File: config.mk
export PLATFORM = sky130hd
export DESIGN_NAME = awu_top
export DESIGN_NICKNAME = d
export VERILOG_FILES = /design/src/inc/awu_pkg.sv /design/src/verilog/awu_divcnt.sv /design/src/verilog/awu_top.sv
export SDC_FILE = /design/constraint.sdc
export NUM_CORES = 1
export LEC_CHECK = 0
export BUFFER_PORTS_ARGS = -buffer_cell sky130_fd_sc_hd__buf_2
export CORE_MARGIN = 2
export CORE_UTILIZATION = 44
export CTS_BUF_LIST = sky130_fd_sc_hd__clkbuf_16
export DETAILED_ROUTE_END_ITERATION = 8
export HOLD_SLACK_MARGIN = 0.06
export PLACE_DENSITY = 0.7
export SKIP_LAST_GASP = 1
export SYNTH_ARGS = -nofsm -noshare
export SYNTH_HDL_FRONTEND = slang
export SYNTH_SLANG_ARGS = --single-unit
export TNS_END_PERCENT = 5
File: constraint.sdc
create_clock -name clock_in -period 5.8 [get_ports clock_in]
set_clock_uncertainty 0.05 [all_clocks]
set_input_delay 0.58 -clock clock_in [delete_from_list [all_inputs] [get_ports clock_in]]
set_output_delay 0.58 -clock clock_in [all_outputs]
set_load 0.1 [all_outputs]
File: src/inc/awu_pkg.sv
// Constants, types and register map of the auto wake-up unit.
// Assumes a 10 MHz system clock and a 32-bit classic Wishbone bus.
// Function
// - Halt with wake enable set enters auto wake halt and starts RC oscillator.
// - Halt with wake enable clear and no active-halt condition enters plain halt.
// - RC clock is divided by a fixed divider, then the prescaler, to end delay.
// - Halt time is 64 times prescaler RC periods plus RC start-up time.
// - On expiry hardware sets the wake flag and raises the wake interrupt.
// - Wake restarts main oscillator, waits 256 or 4096 cycles, then CPU resumes.
// - Reading control/status clears the wake flag and its pending interrupt.
// - Software writes to the wake flag are ignored.
// - Measure bit in run enables RC oscillator and routes it to timer capture.
// - Wake enable is software controlled; when set, halt wakes after the delay.
// - Prescaler value is the division factor, 1 to 255; zero is forbidden.
// - Zero prescaler either wakes at once or is never stored, per variant.
// - Halt entry forces the interrupt mask to zero; pending interrupt wakes.
// - In halt main oscillator and peripheral clocks stop; RC oscillator may run.
// - Reset or any halt-exit interrupt leaves the mode.
// - Halt with watchdog running gives watchdog reset unless the option permits.
// - With the PLL option the clock output waits an extra start-up interval.
// - Interrupt entry saves priority and sets the routine level; pop restores. The code does this only on a resume with the wake flag set.
package awu_pkg;
   localparam int CLK_MHZ = 10;
   localparam int NS_PER_US = 1000;
   localparam int WAIT_W = 16;

   localparam logic [7:0] IDX_PRESCALER = 8'h49;
   localparam logic [7:0] IDX_CSR = 8'h4A;
   localparam logic [7:0] IDX_EVT_STATUS = 8'h4B;
   localparam logic [7:0] IDX_EVT_MASK = 8'h4C;
   localparam logic [7:0] IDX_OPTIONS = 8'h4D;
   localparam logic [7:0] IDX_STATE = 8'h4E;

   localparam logic [7:0] PRESCALER_RESET = 8'hFF;
   localparam logic [7:0] PRE_FORBIDDEN = 8'h00;
   localparam int CSR_W = 3;
   localparam int CSR_EN_BIT = 0;
   localparam int CSR_MEAS_BIT = 1;
   localparam int EVT_W = 3;
   localparam int OPT_W = 5;
   localparam int STATE_W = 3;

   localparam logic [5:0] FIXED_DIV_LAST = 6'h3F;
   localparam logic [15:0] STAB_SHORT_LAST = 16'h00FF;
   localparam logic [15:0] STAB_LONG_LAST = 16'h0FFF;
   localparam logic [1:0] CC_LEVEL_OPEN = 2'h0;
   localparam logic [1:0] CC_LEVEL_RESET = 2'h3;

   typedef enum logic [2:0] {
      AWU_ST_RUN = 3'h0,
      AWU_ST_RC_START = 3'h1,
      AWU_ST_COUNT = 3'h2,
      AWU_ST_HALT = 3'h3,
      AWU_ST_STAB = 3'h4,
      AWU_ST_PLL = 3'h5
   } awu_state_t;

   typedef struct packed {
      logic wake_flag;
      logic rc_measure_enable;
      logic wake_enable;
   } awu_csr_t;

   typedef struct packed {
      logic [1:0] wake_level;
      logic pll_en;
      logic long_stab;
      logic watchdog_halt_option;
   } awu_opt_t;

   typedef struct packed {
      logic wdg_reset;
      logic exit_wake;
      logic wake;
   } awu_evt_t;

   localparam awu_csr_t CSR_RESET = 3'h0;
   localparam awu_opt_t OPT_RESET = 5'h00;
endpackage

File: src/verilog/awu_divcnt.sv
// Wrapping tick counter used for each stage of the wake-up divider chain.
// Assumes ticks and clear come from logic on the same clock.
`timescale 1ns/100ps
`default_nettype none
module awu_divcnt #(
   parameter int W = 8
) (
   input wire logic clock_in,
   input wire logic rst_n_in,
   input wire logic clear_in,
   input wire logic tick_in,
   input wire logic [W-1:0] last_in,
   output logic tick_out
);
   logic [W-1:0] count;

   always_ff @(posedge clock_in or negedge rst_n_in) begin
      if (!rst_n_in) begin
         count <= '0;
      end else if (clear_in) begin
         count <= '0;
      end else if (tick_in) begin
         count <= (count == last_in) ? '0 : count + 1'b1;
      end
   end

   assign tick_out = tick_in && !clear_in && (count == last_in);
endmodule
`default_nettype wire

File: src/verilog/awu_top.sv
// Auto wake-up unit: halt sequencer, RC divider chain and registers.
// Assumes a CPU halt strobe on clock_in and a free RC clock on a pin.
`timescale 1ns/100ps
`default_nettype none
module awu_top #(
   parameter int RC_START_NS = 20000,
   parameter int PLL_START_NS = 100000,
   parameter bit ZERO_WAKES = 1'h1
) (
   input wire logic clock_in,
   input wire logic nrst_in,
   input wire logic wb_cyc_in,
   input wire logic wb_stb_in,
   input wire logic wb_we_in,
   input wire logic [9:0] wb_adr_in,
   input wire logic [3:0] wb_sel_in,
   input wire logic [31:0] wb_dat_in,
   output logic [31:0] wb_dat_out,
   output logic wb_ack_out,
   input wire logic halt_exec_in,
   input wire logic active_halt_in,
   input wire logic watchdog_en_in,
   input wire logic exit_irq_in,
   input wire logic irq_pending_in,
   input wire logic cc_pop_in,
   input wire logic rc_clk_in,
   output logic main_osc_on_out,
   output logic periph_clk_en_out,
   output logic rc_osc_on_out,
   output logic rc_capture_out,
   output logic cpu_resume_out,
   output logic wake_irq_out,
   output logic watchdog_reset_out,
   output logic cc_mask_clear_out,
   output logic [1:0] cc_level_out,
   output logic irq_out
);
   localparam int RC_CYC_RAW =
      (RC_START_NS * awu_pkg::CLK_MHZ + awu_pkg::NS_PER_US - 1)
      / awu_pkg::NS_PER_US;
   localparam int PLL_CYC_RAW =
      (PLL_START_NS * awu_pkg::CLK_MHZ + awu_pkg::NS_PER_US - 1)
      / awu_pkg::NS_PER_US;
   localparam int RC_CYC = (RC_CYC_RAW < 1) ? 1 : RC_CYC_RAW;
   localparam int PLL_CYC = (PLL_CYC_RAW < 1) ? 1 : PLL_CYC_RAW;
   localparam logic [15:0] RC_LAST = 16'(RC_CYC - 1);
   localparam logic [15:0] PLL_LAST = 16'(PLL_CYC - 1);

   logic rst_meta;
   logic rst_n;
   logic rc_s1;
   logic rc_s2;
   logic rc_s3;
   logic rc_edge;

   logic [7:0] idx;
   logic req;
   logic wr;
   logic rd;
   logic [31:0] next_rdata;

   logic [7:0] prescaler;
   logic [7:0] pre_last;
   awu_pkg::awu_csr_t csr;
   awu_pkg::awu_opt_t opts;
   awu_pkg::awu_evt_t evt_status;
   awu_pkg::awu_evt_t evt_mask;
   awu_pkg::awu_evt_t evt_set;
   awu_pkg::awu_evt_t evt_clr;

   awu_pkg::awu_state_t state;
   logic [awu_pkg::WAIT_W-1:0] wait_cnt;
   logic [awu_pkg::WAIT_W-1:0] wait_last;
   logic wait_done;
   logic halt_state;
   logic wdg_trip;
   logic halt_go;
   logic zero_pre;
   logic set_flag;
   logic exit_wake;
   logic resume;
   logic meas_run;
   logic count_clr;
   logic div_tick;
   logic expire;
   logic [1:0] cc_saved;

   // The reset is released in step with the clock; assertion stays async.
   always_ff @(posedge clock_in or negedge nrst_in) begin
      if (!nrst_in) begin
         rst_meta <= 1'h0;
         rst_n <= 1'h0;
      end else begin
         rst_meta <= 1'h1;
         rst_n <= rst_meta;
      end
   end

   // The RC clock is slow against clock_in, so it is sampled as a level.
   always_ff @(posedge clock_in or negedge rst_n) begin
      if (!rst_n) begin
         rc_s1 <= 1'h0;
         rc_s2 <= 1'h0;
         rc_s3 <= 1'h0;
      end else begin
         rc_s1 <= rc_clk_in;
         rc_s2 <= rc_s1;
         rc_s3 <= rc_s2;
      end
   end

   assign rc_edge = rc_s2 & ~rc_s3;

   assign idx = wb_adr_in[9:2];
   assign req = wb_cyc_in & wb_stb_in & ~wb_ack_out;
   assign wr = req & wb_we_in & wb_sel_in[0];
   assign rd = req & ~wb_we_in;

   always_ff @(posedge clock_in or negedge rst_n) begin
      if (!rst_n) begin
         prescaler <= awu_pkg::PRESCALER_RESET;
      end else if (wr && idx == awu_pkg::IDX_PRESCALER) begin
         // A variant that cannot wake on zero simply keeps the old value.
         if (ZERO_WAKES || wb_dat_in[7:0] != awu_pkg::PRE_FORBIDDEN) begin
            prescaler <= wb_dat_in[7:0];
         end
      end
   end

   always_ff @(posedge clock_in or negedge rst_n) begin
      if (!rst_n) begin
         csr <= awu_pkg::CSR_RESET;
      end else begin
         if (wr && idx == awu_pkg::IDX_CSR) begin
            csr.wake_enable <= wb_dat_in[awu_pkg::CSR_EN_BIT];
            csr.rc_measure_enable <= wb_dat_in[awu_pkg::CSR_MEAS_BIT];
         end
         // The flag ignores writes; a wake in the read cycle is kept.
         if (set_flag) begin
            csr.wake_flag <= 1'h1;
         end else if (rd && idx == awu_pkg::IDX_CSR) begin
            csr.wake_flag <= 1'h0;
         end
      end
   end

   always_ff @(posedge clock_in or negedge rst_n) begin
      if (!rst_n) begin
         opts <= awu_pkg::OPT_RESET;
         evt_mask <= '0;
      end else if (wr && idx == awu_pkg::IDX_OPTIONS) begin
         opts <= wb_dat_in[awu_pkg::OPT_W-1:0];
      end else if (wr && idx == awu_pkg::IDX_EVT_MASK) begin
         evt_mask <= wb_dat_in[awu_pkg::EVT_W-1:0];
      end
   end

   always_comb begin
      next_rdata = 32'h0;
      case (idx)
         awu_pkg::IDX_PRESCALER: next_rdata[7:0] = prescaler;
         awu_pkg::IDX_CSR: next_rdata[awu_pkg::CSR_W-1:0] = csr;
         awu_pkg::IDX_EVT_STATUS:
            next_rdata[awu_pkg::EVT_W-1:0] = evt_status;
         awu_pkg::IDX_EVT_MASK: next_rdata[awu_pkg::EVT_W-1:0] = evt_mask;
         awu_pkg::IDX_OPTIONS: next_rdata[awu_pkg::OPT_W-1:0] = opts;
         awu_pkg::IDX_STATE: next_rdata[awu_pkg::STATE_W-1:0] = state;
         default: next_rdata = 32'h0;
      endcase
   end

   always_ff @(posedge clock_in or negedge rst_n) begin
      if (!rst_n) begin
         wb_ack_out <= 1'h0;
         wb_dat_out <= 32'h0;
      end else begin
         wb_ack_out <= req;
         if (rd) begin
            wb_dat_out <= next_rdata;
         end
      end
   end

   assign halt_state = (state == awu_pkg::AWU_ST_RC_START)
      || (state == awu_pkg::AWU_ST_COUNT)
      || (state == awu_pkg::AWU_ST_HALT);
   assign wdg_trip = (state == awu_pkg::AWU_ST_RUN) && halt_exec_in
      && watchdog_en_in && !opts.watchdog_halt_option;
   assign halt_go = (state == awu_pkg::AWU_ST_RUN) && halt_exec_in
      && !wdg_trip;
   assign zero_pre = (prescaler == awu_pkg::PRE_FORBIDDEN);
   assign exit_wake = halt_state && exit_irq_in;
   assign set_flag = ((state == awu_pkg::AWU_ST_COUNT) && expire)
      || (halt_go && !irq_pending_in && csr.wake_enable && zero_pre);
   assign meas_run = csr.rc_measure_enable
      && (state == awu_pkg::AWU_ST_RUN);
   assign count_clr = (state != awu_pkg::AWU_ST_COUNT);

   assign wait_last = (state == awu_pkg::AWU_ST_RC_START) ? RC_LAST
      : (state == awu_pkg::AWU_ST_PLL) ? PLL_LAST
      : opts.long_stab ? awu_pkg::STAB_LONG_LAST
      : awu_pkg::STAB_SHORT_LAST;
   assign wait_done = (wait_cnt == wait_last);
   assign resume = wait_done && ((state == awu_pkg::AWU_ST_PLL)
      || ((state == awu_pkg::AWU_ST_STAB) && !opts.pll_en));

   assign pre_last = prescaler - 8'h01;

   // Fixed divide-by-64 followed by the programmable prescaler.
   awu_divcnt #(.W(6)) fixed_div (
      .clock_in(clock_in),
      .rst_n_in(rst_n),
      .clear_in(count_clr),
      .tick_in(rc_edge),
      .last_in(awu_pkg::FIXED_DIV_LAST),
      .tick_out(div_tick)
   );

   awu_divcnt #(.W(8)) pre_div (
      .clock_in(clock_in),
      .rst_n_in(rst_n),
      .clear_in(count_clr),
      .tick_in(div_tick),
      .last_in(pre_last),
      .tick_out(expire)
   );

   always_ff @(posedge clock_in or negedge rst_n) begin
      if (!rst_n) begin
         state <= awu_pkg::AWU_ST_RUN;
         wait_cnt <= '0;
      end else begin
         wait_cnt <= wait_cnt + 16'h0001;
         unique case (state)
            awu_pkg::AWU_ST_RUN: begin
               wait_cnt <= '0;
               if (halt_go) begin
                  if (irq_pending_in) begin
                     state <= awu_pkg::AWU_ST_STAB;
                  end else if (csr.wake_enable) begin
                     state <= zero_pre ? awu_pkg::AWU_ST_STAB
                        : awu_pkg::AWU_ST_RC_START;
                  end else if (!active_halt_in) begin
                     state <= awu_pkg::AWU_ST_HALT;
                  end
               end
            end
            awu_pkg::AWU_ST_RC_START: begin
               // The RC start-up time is spent before any RC edge counts.
               if (exit_irq_in || wait_done) begin
                  wait_cnt <= '0;
                  state <= exit_irq_in ? awu_pkg::AWU_ST_STAB
                     : awu_pkg::AWU_ST_COUNT;
               end
            end
            awu_pkg::AWU_ST_COUNT: begin
               wait_cnt <= '0;
               if (expire || exit_irq_in) begin
                  state <= awu_pkg::AWU_ST_STAB;
               end
            end
            awu_pkg::AWU_ST_HALT: begin
               wait_cnt <= '0;
               if (exit_irq_in) begin
                  state <= awu_pkg::AWU_ST_STAB;
               end
            end
            awu_pkg::AWU_ST_STAB: begin
               if (wait_done) begin
                  wait_cnt <= '0;
                  state <= opts.pll_en ? awu_pkg::AWU_ST_PLL
                     : awu_pkg::AWU_ST_RUN;
               end
            end
            awu_pkg::AWU_ST_PLL: begin
               if (wait_done) begin
                  wait_cnt <= '0;
                  state <= awu_pkg::AWU_ST_RUN;
               end
            end
            default: begin
               state <= awu_pkg::AWU_ST_RUN;
            end
         endcase
      end
   end

   assign evt_set = '{wdg_reset: wdg_trip, exit_wake: exit_wake,
      wake: set_flag};
   assign evt_clr = (wr && idx == awu_pkg::IDX_EVT_STATUS)
      ? wb_dat_in[awu_pkg::EVT_W-1:0] : '0;

   // Ones written clear status bits, but a new event in that cycle stays.
   always_ff @(posedge clock_in or negedge rst_n) begin
      if (!rst_n) begin
         evt_status <= '0;
         irq_out <= 1'h0;
      end else begin
         evt_status <= (evt_status & ~evt_clr) | evt_set;
         irq_out <= |(evt_status & evt_mask);
      end
   end

   // Outputs follow the sequencer one clock later so they stay glitch free.
   always_ff @(posedge clock_in or negedge rst_n) begin
      if (!rst_n) begin
         main_osc_on_out <= 1'h1;
         periph_clk_en_out <= 1'h1;
         rc_osc_on_out <= 1'h0;
         rc_capture_out <= 1'h0;
         cpu_resume_out <= 1'h0;
         wake_irq_out <= 1'h0;
         watchdog_reset_out <= 1'h0;
         cc_mask_clear_out <= 1'h0;
      end else begin
         main_osc_on_out <= !halt_state;
         periph_clk_en_out <= (state == awu_pkg::AWU_ST_RUN);
         rc_osc_on_out <= (state == awu_pkg::AWU_ST_RC_START)
            || (state == awu_pkg::AWU_ST_COUNT) || meas_run;
         rc_capture_out <= meas_run && rc_s2;
         cpu_resume_out <= resume;
         wake_irq_out <= csr.wake_flag;
         watchdog_reset_out <= wdg_trip;
         cc_mask_clear_out <= halt_go;
      end
   end

   // Interrupt priority level as held in the condition code register.
   always_ff @(posedge clock_in or negedge rst_n) begin
      if (!rst_n) begin
         cc_level_out <= awu_pkg::CC_LEVEL_RESET;
         cc_saved <= awu_pkg::CC_LEVEL_RESET;
      end else if (halt_go) begin
         cc_level_out <= awu_pkg::CC_LEVEL_OPEN;
      end else if (resume && csr.wake_flag) begin
         cc_saved <= cc_level_out;
         cc_level_out <= opts.wake_level;
      end else if (cc_pop_in) begin
         cc_level_out <= cc_saved;
      end
   end
endmodule
`default_nettype wire
# ---- Word-level counts from Yosys, hierarchy flattened
# Cells that the tools add are included.
# Widths: inputs -> output; s select.
dict set report word_totals {
  reg_bits 82
  latch_bits 0
  mem_bits_rw 0
  rom_bits 0
  input_bits 58
  output_inout_bits 44
  elab_cells 160
  memories 0
}
dict set report classes {
  n_addsub 4
  multipliers 0
  div 0
  order_cmp 0
  eq_ne 22
  n_shift 0
  mux 34
  n_bitwise 15
  n_reduce_logical 49
}
# operator count
set ops {}
lappend ops {{$eq 8x7->1 const B} 6}
lappend ops {{$pmux 16 s3} 1}
lappend ops {{$mux 3} 14}
lappend ops {{$mux 12} 3}
lappend ops {{$pmux 3 s6} 2}
lappend ops {{$mux 16} 2}
lappend ops {{$logic_and 1x1->1} 24}
lappend ops {{$mux 8} 3}
lappend ops {{$mux 6} 3}
lappend ops {{$add 16x1->16 const B} 1}
lappend ops {{$eq 16x12->1} 1}
lappend ops {{$ne 2x2->1 const B} 6}
lappend ops {{$add 8x1->8 const B} 1}
lappend ops {{$eq 8x8->1} 1}
lappend ops {{$logic_not 8->1} 1}
lappend ops {{$sub 8x1->8 const B} 1}
lappend ops {{$logic_or 1x1->1} 7}
lappend ops {{$reduce_and 7->1} 1}
lappend ops {{$add 6x1->6 const B} 1}
lappend ops {{$and 1x1->1} 6}
lappend ops {{$and 3x3->3} 2}
lappend ops {{$eq 3x2->1 const B} 2}
lappend ops {{$eq 3x3->1 const B} 2}
lappend ops {{$eq 6x6->1 const B} 1}
lappend ops {{16 further kinds} 32}

# ---- Longest topological paths before layout
dict set report logic_depth {
  depth_word 11
  ltp_mapped 8
  ltp_nobuf 8
}

# ---- Cells and area by module
# From an unflattened synthesis, not the netlist that was laid out.
dict set report hier_totals {
  cells_unflattened 430
  area_unflattened_um2 4558.1
}
# module instances cells_per_inst area_each_um2 seq_area_each_um2
set by_module_without_submodules {}
lappend by_module_without_submodules {awu_top 1 339 3653.5 1719.1}
lappend by_module_without_submodules {{awu_divcnt at pre_div} 1 57 525.5 200.2}
lappend by_module_without_submodules {{awu_divcnt at fixed_div} 1 34 379.1 150.1}

# ---- Worst setup path before layout
# Ideal clock, no wire load.
dict set report synth_path {
  kind {reg-to-reg}
  startpoint {reg state[1]}
  endpoint {reg cc_saved[0]}
  setup_time_ns 0.085
  t_arrival_ns 2.139
  required_ns 5.665
  setup_slack_ns 3.526
  path_stages_with_launch 8
  path_buffers 1
  period_less_slack_ns 2.274
  cell_sequence {dfrtp_1 > buf_6 > nand2b_4 > a211o_1 > a2111o_1 > nor4_2 > nand2_1 > mux2_1}
}
dict set report synth_via {
  elab_chain_len 8
  elab_cells_between_ends 18
  cone_classes {eq/ne: 4; mux: 2; bitwise: 1; reduce/logical: 11}
}
# item line
set synth_lines {}
lappend synth_lines {{start: declaration} awu_top.sv:71} ;# awu_pkg::awu_state_t state;
lappend synth_lines {{start signal: assignment} awu_top.sv:230} ;# state <= awu_pkg::AWU_ST_RUN;
lappend synth_lines {{start signal: assignment} awu_top.sv:239} ;# state <= awu_pkg::AWU_ST_STAB;
lappend synth_lines {{start signal: assignment} awu_top.sv:241} ;# state <= zero_pre ? awu_pkg::AWU_ST_STAB
lappend synth_lines {{branches (longest 7 deep; another with $eq 16x12->1)} n/a}
lappend synth_lines {{$reduce_and 2->1 (no line) (*)} n/a}
lappend synth_lines {{end signal: assignment} awu_top.sv:332} ;# cc_saved <= awu_pkg::CC_LEVEL_RESET;
lappend synth_lines {{end signal: assignment} awu_top.sv:336} ;# cc_saved <= cc_level_out;
lappend synth_lines {{end: declaration} awu_top.sv:86} ;# logic [1:0] cc_saved;
# Mark *: on every way between the ends.
# A chain may end at the register's enable or synchronous reset.

# ---- Worst setup path after layout
# Same ends and word-level chain as after synthesis.

==> impl_metrics.prom <==
# TYPE chip_impl_metric gauge
chip_impl_info{name="run_status",value="finished, final reports clean"} 1
chip_impl_metric{name="fin_crit_sh",unit="%"} 47.9
chip_impl_metric{name="yosysWarningCount",unit=""} 0
chip_impl_info{name="clock_tree.root_cell",value="sky130_fd_sc_hd__clkbuf_16"} 1
chip_impl_metric{name="synth_top_area_share",unit="%"} 39.1
chip_impl_metric{name="timing.final.crit_period",unit="ns"} 2.78
chip_impl_metric{name="final_critical_path_setup_slack",unit="ns"} 3.02
chip_impl_metric{name="yosys.cell_types.count",unit=""} 61
chip_impl_metric{name="initial_core_utilization",unit="%"} 44.9
chip_impl_info{name="synth_area_leader_cell",value="sky130_fd_sc_hd__dfrtp_1"} 1
chip_impl_metric{name="worst_skew_pair.late_latency",unit="ns"} 0.34
chip_impl_metric{name="clk_pin_slew",unit="ns"} 0.06
chip_impl_metric{name="setup_viol_count_final",unit=""} 0
chip_impl_metric{name="io_buffer_count",unit=""} 48
chip_impl_info{name="post-synth-top-count-cell",value="sky130_fd_sc_hd__dfrtp_1"} 1
chip_impl_metric{name="ys_async_sr_fraction",unit="%"} 100
chip_impl_metric{name="netlist_area_pre_place",unit="µm²"} 4350
chip_impl_metric{name="worstHoldPathCells",unit=""} 1
chip_impl_metric{name="route.antenna.remaining_nets",unit=""} 0
chip_impl_metric{name="finalHoldWorstSlack",unit="ns"} 0.306
chip_impl_metric{name="post-cts-setup-buffers",unit=""} 0
chip_impl_metric{name="layout-drive-gt1-share",unit="%"} 22.7
chip_impl_info{name="path_delay_family",value="simple AND/OR/NAND/NOR gates"} 1
chip_impl_metric{name="timing.reg2reg.setup_slack",unit="ns"} 3.02
chip_impl_info{name="setup_repair_after_global_routing_missed_its_margin",value="no"} 1
chip_impl_metric{name="timing.setup.tns",unit="ns"} 0
chip_impl_metric{name="cp_num_cells",unit=""} 6
chip_impl_info{name="top_ff_cell_synth",value="sky130_fd_sc_hd__dfrtp_1"} 1
chip_impl_metric{name="floorplan.core_area",unit="µm²"} 9680
chip_impl_metric{name="drt-pass1-iter-count",unit=""} 7
chip_impl_metric{name="post_drt_wl_per_cell",unit="µm"} 14.6
chip_impl_metric{name="report.power.total",unit="W"} 0.00175
chip_impl_info{name="critical_path_source_type",value="register"} 1
chip_impl_metric{name="fp-row-count",unit=""} 36
chip_impl_metric{name="synth_register_bits",unit=""} 82
chip_impl_metric{name="floorplan.die.height",unit="µm"} 103
chip_impl_info{name="worst_setup_path_end_kind",value="register"} 1
chip_impl_metric{name="finalNetCount",unit=""} 537
chip_impl_metric{name="power_density",unit="nW/µm²"} 354
chip_impl_info{name="path_cells",value="nand2b_4 -> mux2_1 -> a2111o_1 -> nor4_2 -> nand2_1 -> mux2_1"} 1
chip_impl_info{name="r2r-end",value="cc_saved[0]$_DFFE_PN1P_"} 1
chip_impl_metric{name="vias_per_cell",unit=""} 5.29
chip_impl_metric{name="groute.usage.overall",unit="%"} 18.6
chip_impl_metric{name="synth.yosys.seq_area_share",unit="%"} 47.6
chip_impl_metric{name="reg2regPathDepth",unit=""} 6
chip_impl_metric{name="wl",unit="mm"} 8.96
chip_impl_metric{name="cts-hold-fix-buffers",unit=""} 1
chip_impl_metric{name="grt_max_degree",unit=""} 81
chip_impl_metric{name="max-cap-violations",unit=""} 0
chip_impl_metric{name="relSlewSlack",unit="%"} 32.0
chip_impl_metric{name="worst-slew-pin-transition",unit="ns"} 1.02
chip_impl_info{name="timing.hold.worst.start",value="rc_clk_in"} 1
chip_impl_metric{name="postLayoutCoreUtil",unit="%"} 51.2
chip_impl_info{name="synth_top_cells_by_count",value="sky130_fd_sc_hd__dfrtp_1, sky130_fd_sc_hd__nor2_1, sky130_fd_sc_hd__nand2_1, sky130_fd_sc_hd__buf_4, sky130_fd_sc_hd__mux2_2"} 1
chip_impl_metric{name="die_w",unit="µm"} 103
chip_impl_metric{name="syn2layout_area_growth",unit="%"} 14.0
chip_impl_metric{name="io_pins",unit=""} 102
chip_impl_metric{name="grt_pass1_vias",unit=""} 3156
chip_impl_metric{name="highest_cell_delay_on_the_worst_timing_path",unit="ns"} 0.68
chip_impl_metric{name="leakage_power",unit="nW"} 2.31
chip_impl_info{name="synth.area.top_cells",value="sky130_fd_sc_hd__dfrtp_1, sky130_fd_sc_hd__dfstp_2, sky130_fd_sc_hd__mux2_2"} 1
chip_impl_metric{name="htree_levels",unit=""} 3
chip_impl_metric{name="syn_area_per_cell",unit="µm²"} 10.2
chip_impl_metric{name="finalMaxSlewViolations",unit=""} 0
chip_impl_metric{name="post_synth_inst_count",unit=""} 428
chip_impl_metric{name="timing.critical_path.arrival",unit="ns"} 2.98
chip_impl_metric{name="required",unit="ns"} 6.00
chip_impl_metric{name="clock_path_buffers",unit=""} 2
chip_impl_metric{name="fp.dieArea",unit="µm²"} 10700
chip_impl_metric{name="antenna_found_initial",unit=""} 0
chip_impl_metric{name="drt_drc_violations_left",unit=""} 0
chip_impl_info{name="min_delay_worst_endpoint",value="rc_s1$_DFF_PN0_"} 1
chip_impl_info{name="ff_to_ff_start",value="state[1]$_DFFE_PN0P_"} 1
chip_impl_metric{name="finalWeightedCongestion",unit=""} 0.841
chip_impl_metric{name="synth_enable_flop_cells",unit=""} 0
chip_impl_info{name="criticalPathCategory",value="reg -> reg"} 1
chip_impl_metric{name="cts_made_buffers",unit=""} 9
chip_impl_info{name="critical-path-slowest-cell",value="sky130_fd_sc_hd__dfrtp_1"} 1
chip_impl_metric{name="detailroute.via_count",unit=""} 3241
chip_impl_metric{name="detailedPlacementHpwl",unit="mm"} 6.44
chip_impl_metric{name="cts.sinks",unit=""} 82
chip_impl_metric{name="vdd.ir_drop.worst",unit="µV"} 181
chip_impl_info{name="path_common_cell",value="sky130_fd_sc_hd__mux2_1"} 1
chip_impl_metric{name="timing_hold_violations_final",unit=""} 0
chip_impl_metric{name="global_route_wire_length_before_repair",unit="mm"} 15.2
chip_impl_metric{name="post_cts_resize_count",unit=""} 0
chip_impl_metric{name="crit_path_max_fanout",unit=""} 17
chip_impl_metric{name="worst-path-buf-inv",unit=""} 0
chip_impl_metric{name="diodes",unit=""} 0
chip_impl_info{name="hold_class",value="in -> reg"} 1
chip_impl_metric{name="drt_iter0_markers",unit=""} 187
chip_impl_metric{name="max_freq",unit="MHz"} 360
chip_impl_metric{name="grt_overflow",unit=""} 0
chip_impl_metric{name="dp_slack",unit="ns"} 3.03
chip_impl_info{name="clock_tree_from_tritoncts",value="done"} 1
## routing by layer
layer | vias up | part of all wire (%) | track usage, %
li1 | 1562 | - | -
met5 | - | 0 | 0
met4 | 0 | 2.2 | 7.89
met3 | 16 | 3.4 | 4.03
met1 | 1596 | 46 | 24.4
met2 | 67 | 48 | 29.7
## sequential cells by signal, indices dropped and copies added, names as in the netlist, 2 cells and up
register,cells
fixed_div.count,6
pre_div.count,8
wb_dat_out,8
prescaler,8
cc_saved,2
csr,3
wait_cnt,16
evt_status,3
evt_mask,3
state,3
cc_level_out,2
opts,5
## report_power, final
part / total, W / internal (W) / switching [W]
Combinational: 0.000398 / 0.000124 / 0.000274
Sequential: 0.000717 / 0.000624 / 0.0000937
Clock: 0.000638 / 0.000416 / 0.000222
## logic make-up (layout without fill, tap and decap cells)
group | Yosys count | count (layout) | synth area share [%]
AOI/OAI and AO/OA | 67 | 67 | 11.3
xor gates and xnor gates | 30 | 30 | 6.04
adders and majority gates | 4 | 4 | 1.15
buffers and inverters | 54 | 83 | 6.99
DFF | 82 | 82 | 47.6
muxes | 30 | 30 | 7.66
other | 2 | 25 | 0.173
and+or+nand+nor | 159 | 159 | 19.1
## layout make-up
cell class,count,area (µm²)
sequential,82,2070
inverter,17,63.8
multi-input combinational,315,2060
clock buffer,9,225
tap,133,166
timing repair buffer,50,258
clock inverter,7,109
fill,886,4730
## metrics by stage
| step | area (µm²) | std cells |
|---|---|---|
| 2_1_floorplan | 4430 | 451 |
| 3_3_place_gp | 4610 | 596 |
| 3_5_place_dp | 4610 | 596 |
| 4_1_cts | 4950 | 613 |
| 5_1_grt | 4950 | 613 |
| 6_report | 4950 | 613 |
## worst max path at each step
stage,start,end,slack [ns]
5_1_grt,state[1]$_DFFE_PN0P_,cc_saved[0]$_DFFE_PN1P_,2.84
6_report,state[1]$_DFFE_PN0P_,cc_saved[0]$_DFFE_PN1P_,3.02
4_1_cts,state[1]$_DFFE_PN0P_,cc_saved[0]$_DFFE_PN1P_,3.00
3_3_place_gp,wb_adr_in[7],opts[3]$_DFFE_PN0P_,3.06
2_1_floorplan,rst_n$_DFF_PN0_,cc_mask_clear_out$_DFF_PN0_,3.32
3_5_place_dp,wb_adr_in[7],opts[1]$_DFFE_PN0P_,3.03
## cells in the final DEF (no fill, tap or decap), types with 8 or more instances in the layout
cell type	netlist	layout
sky130_fd_sc_hd__conb_1	2	25
sky130_fd_sc_hd__nand3_1	15	15
sky130_fd_sc_hd__nand4_1	9	9
sky130_fd_sc_hd__o21ai_0	12	12
sky130_fd_sc_hd__dfstp_2	14	14
sky130_fd_sc_hd__inv_1	17	18
sky130_fd_sc_hd__buf_2	0	48
sky130_fd_sc_hd__nand2_1	27	27
sky130_fd_sc_hd__nor3_1	8	8
sky130_fd_sc_hd__xor2_1	19	19
sky130_fd_sc_hd__mux2_2	23	23
sky130_fd_sc_hd__clkbuf_16	0	9
sky130_fd_sc_hd__xnor2_1	11	11
sky130_fd_sc_hd__dfrtp_1	68	67
sky130_fd_sc_hd__a21oi_1	8	8
sky130_fd_sc_hd__nor2_1	51	51
Power figures use the tool's default switching activity.
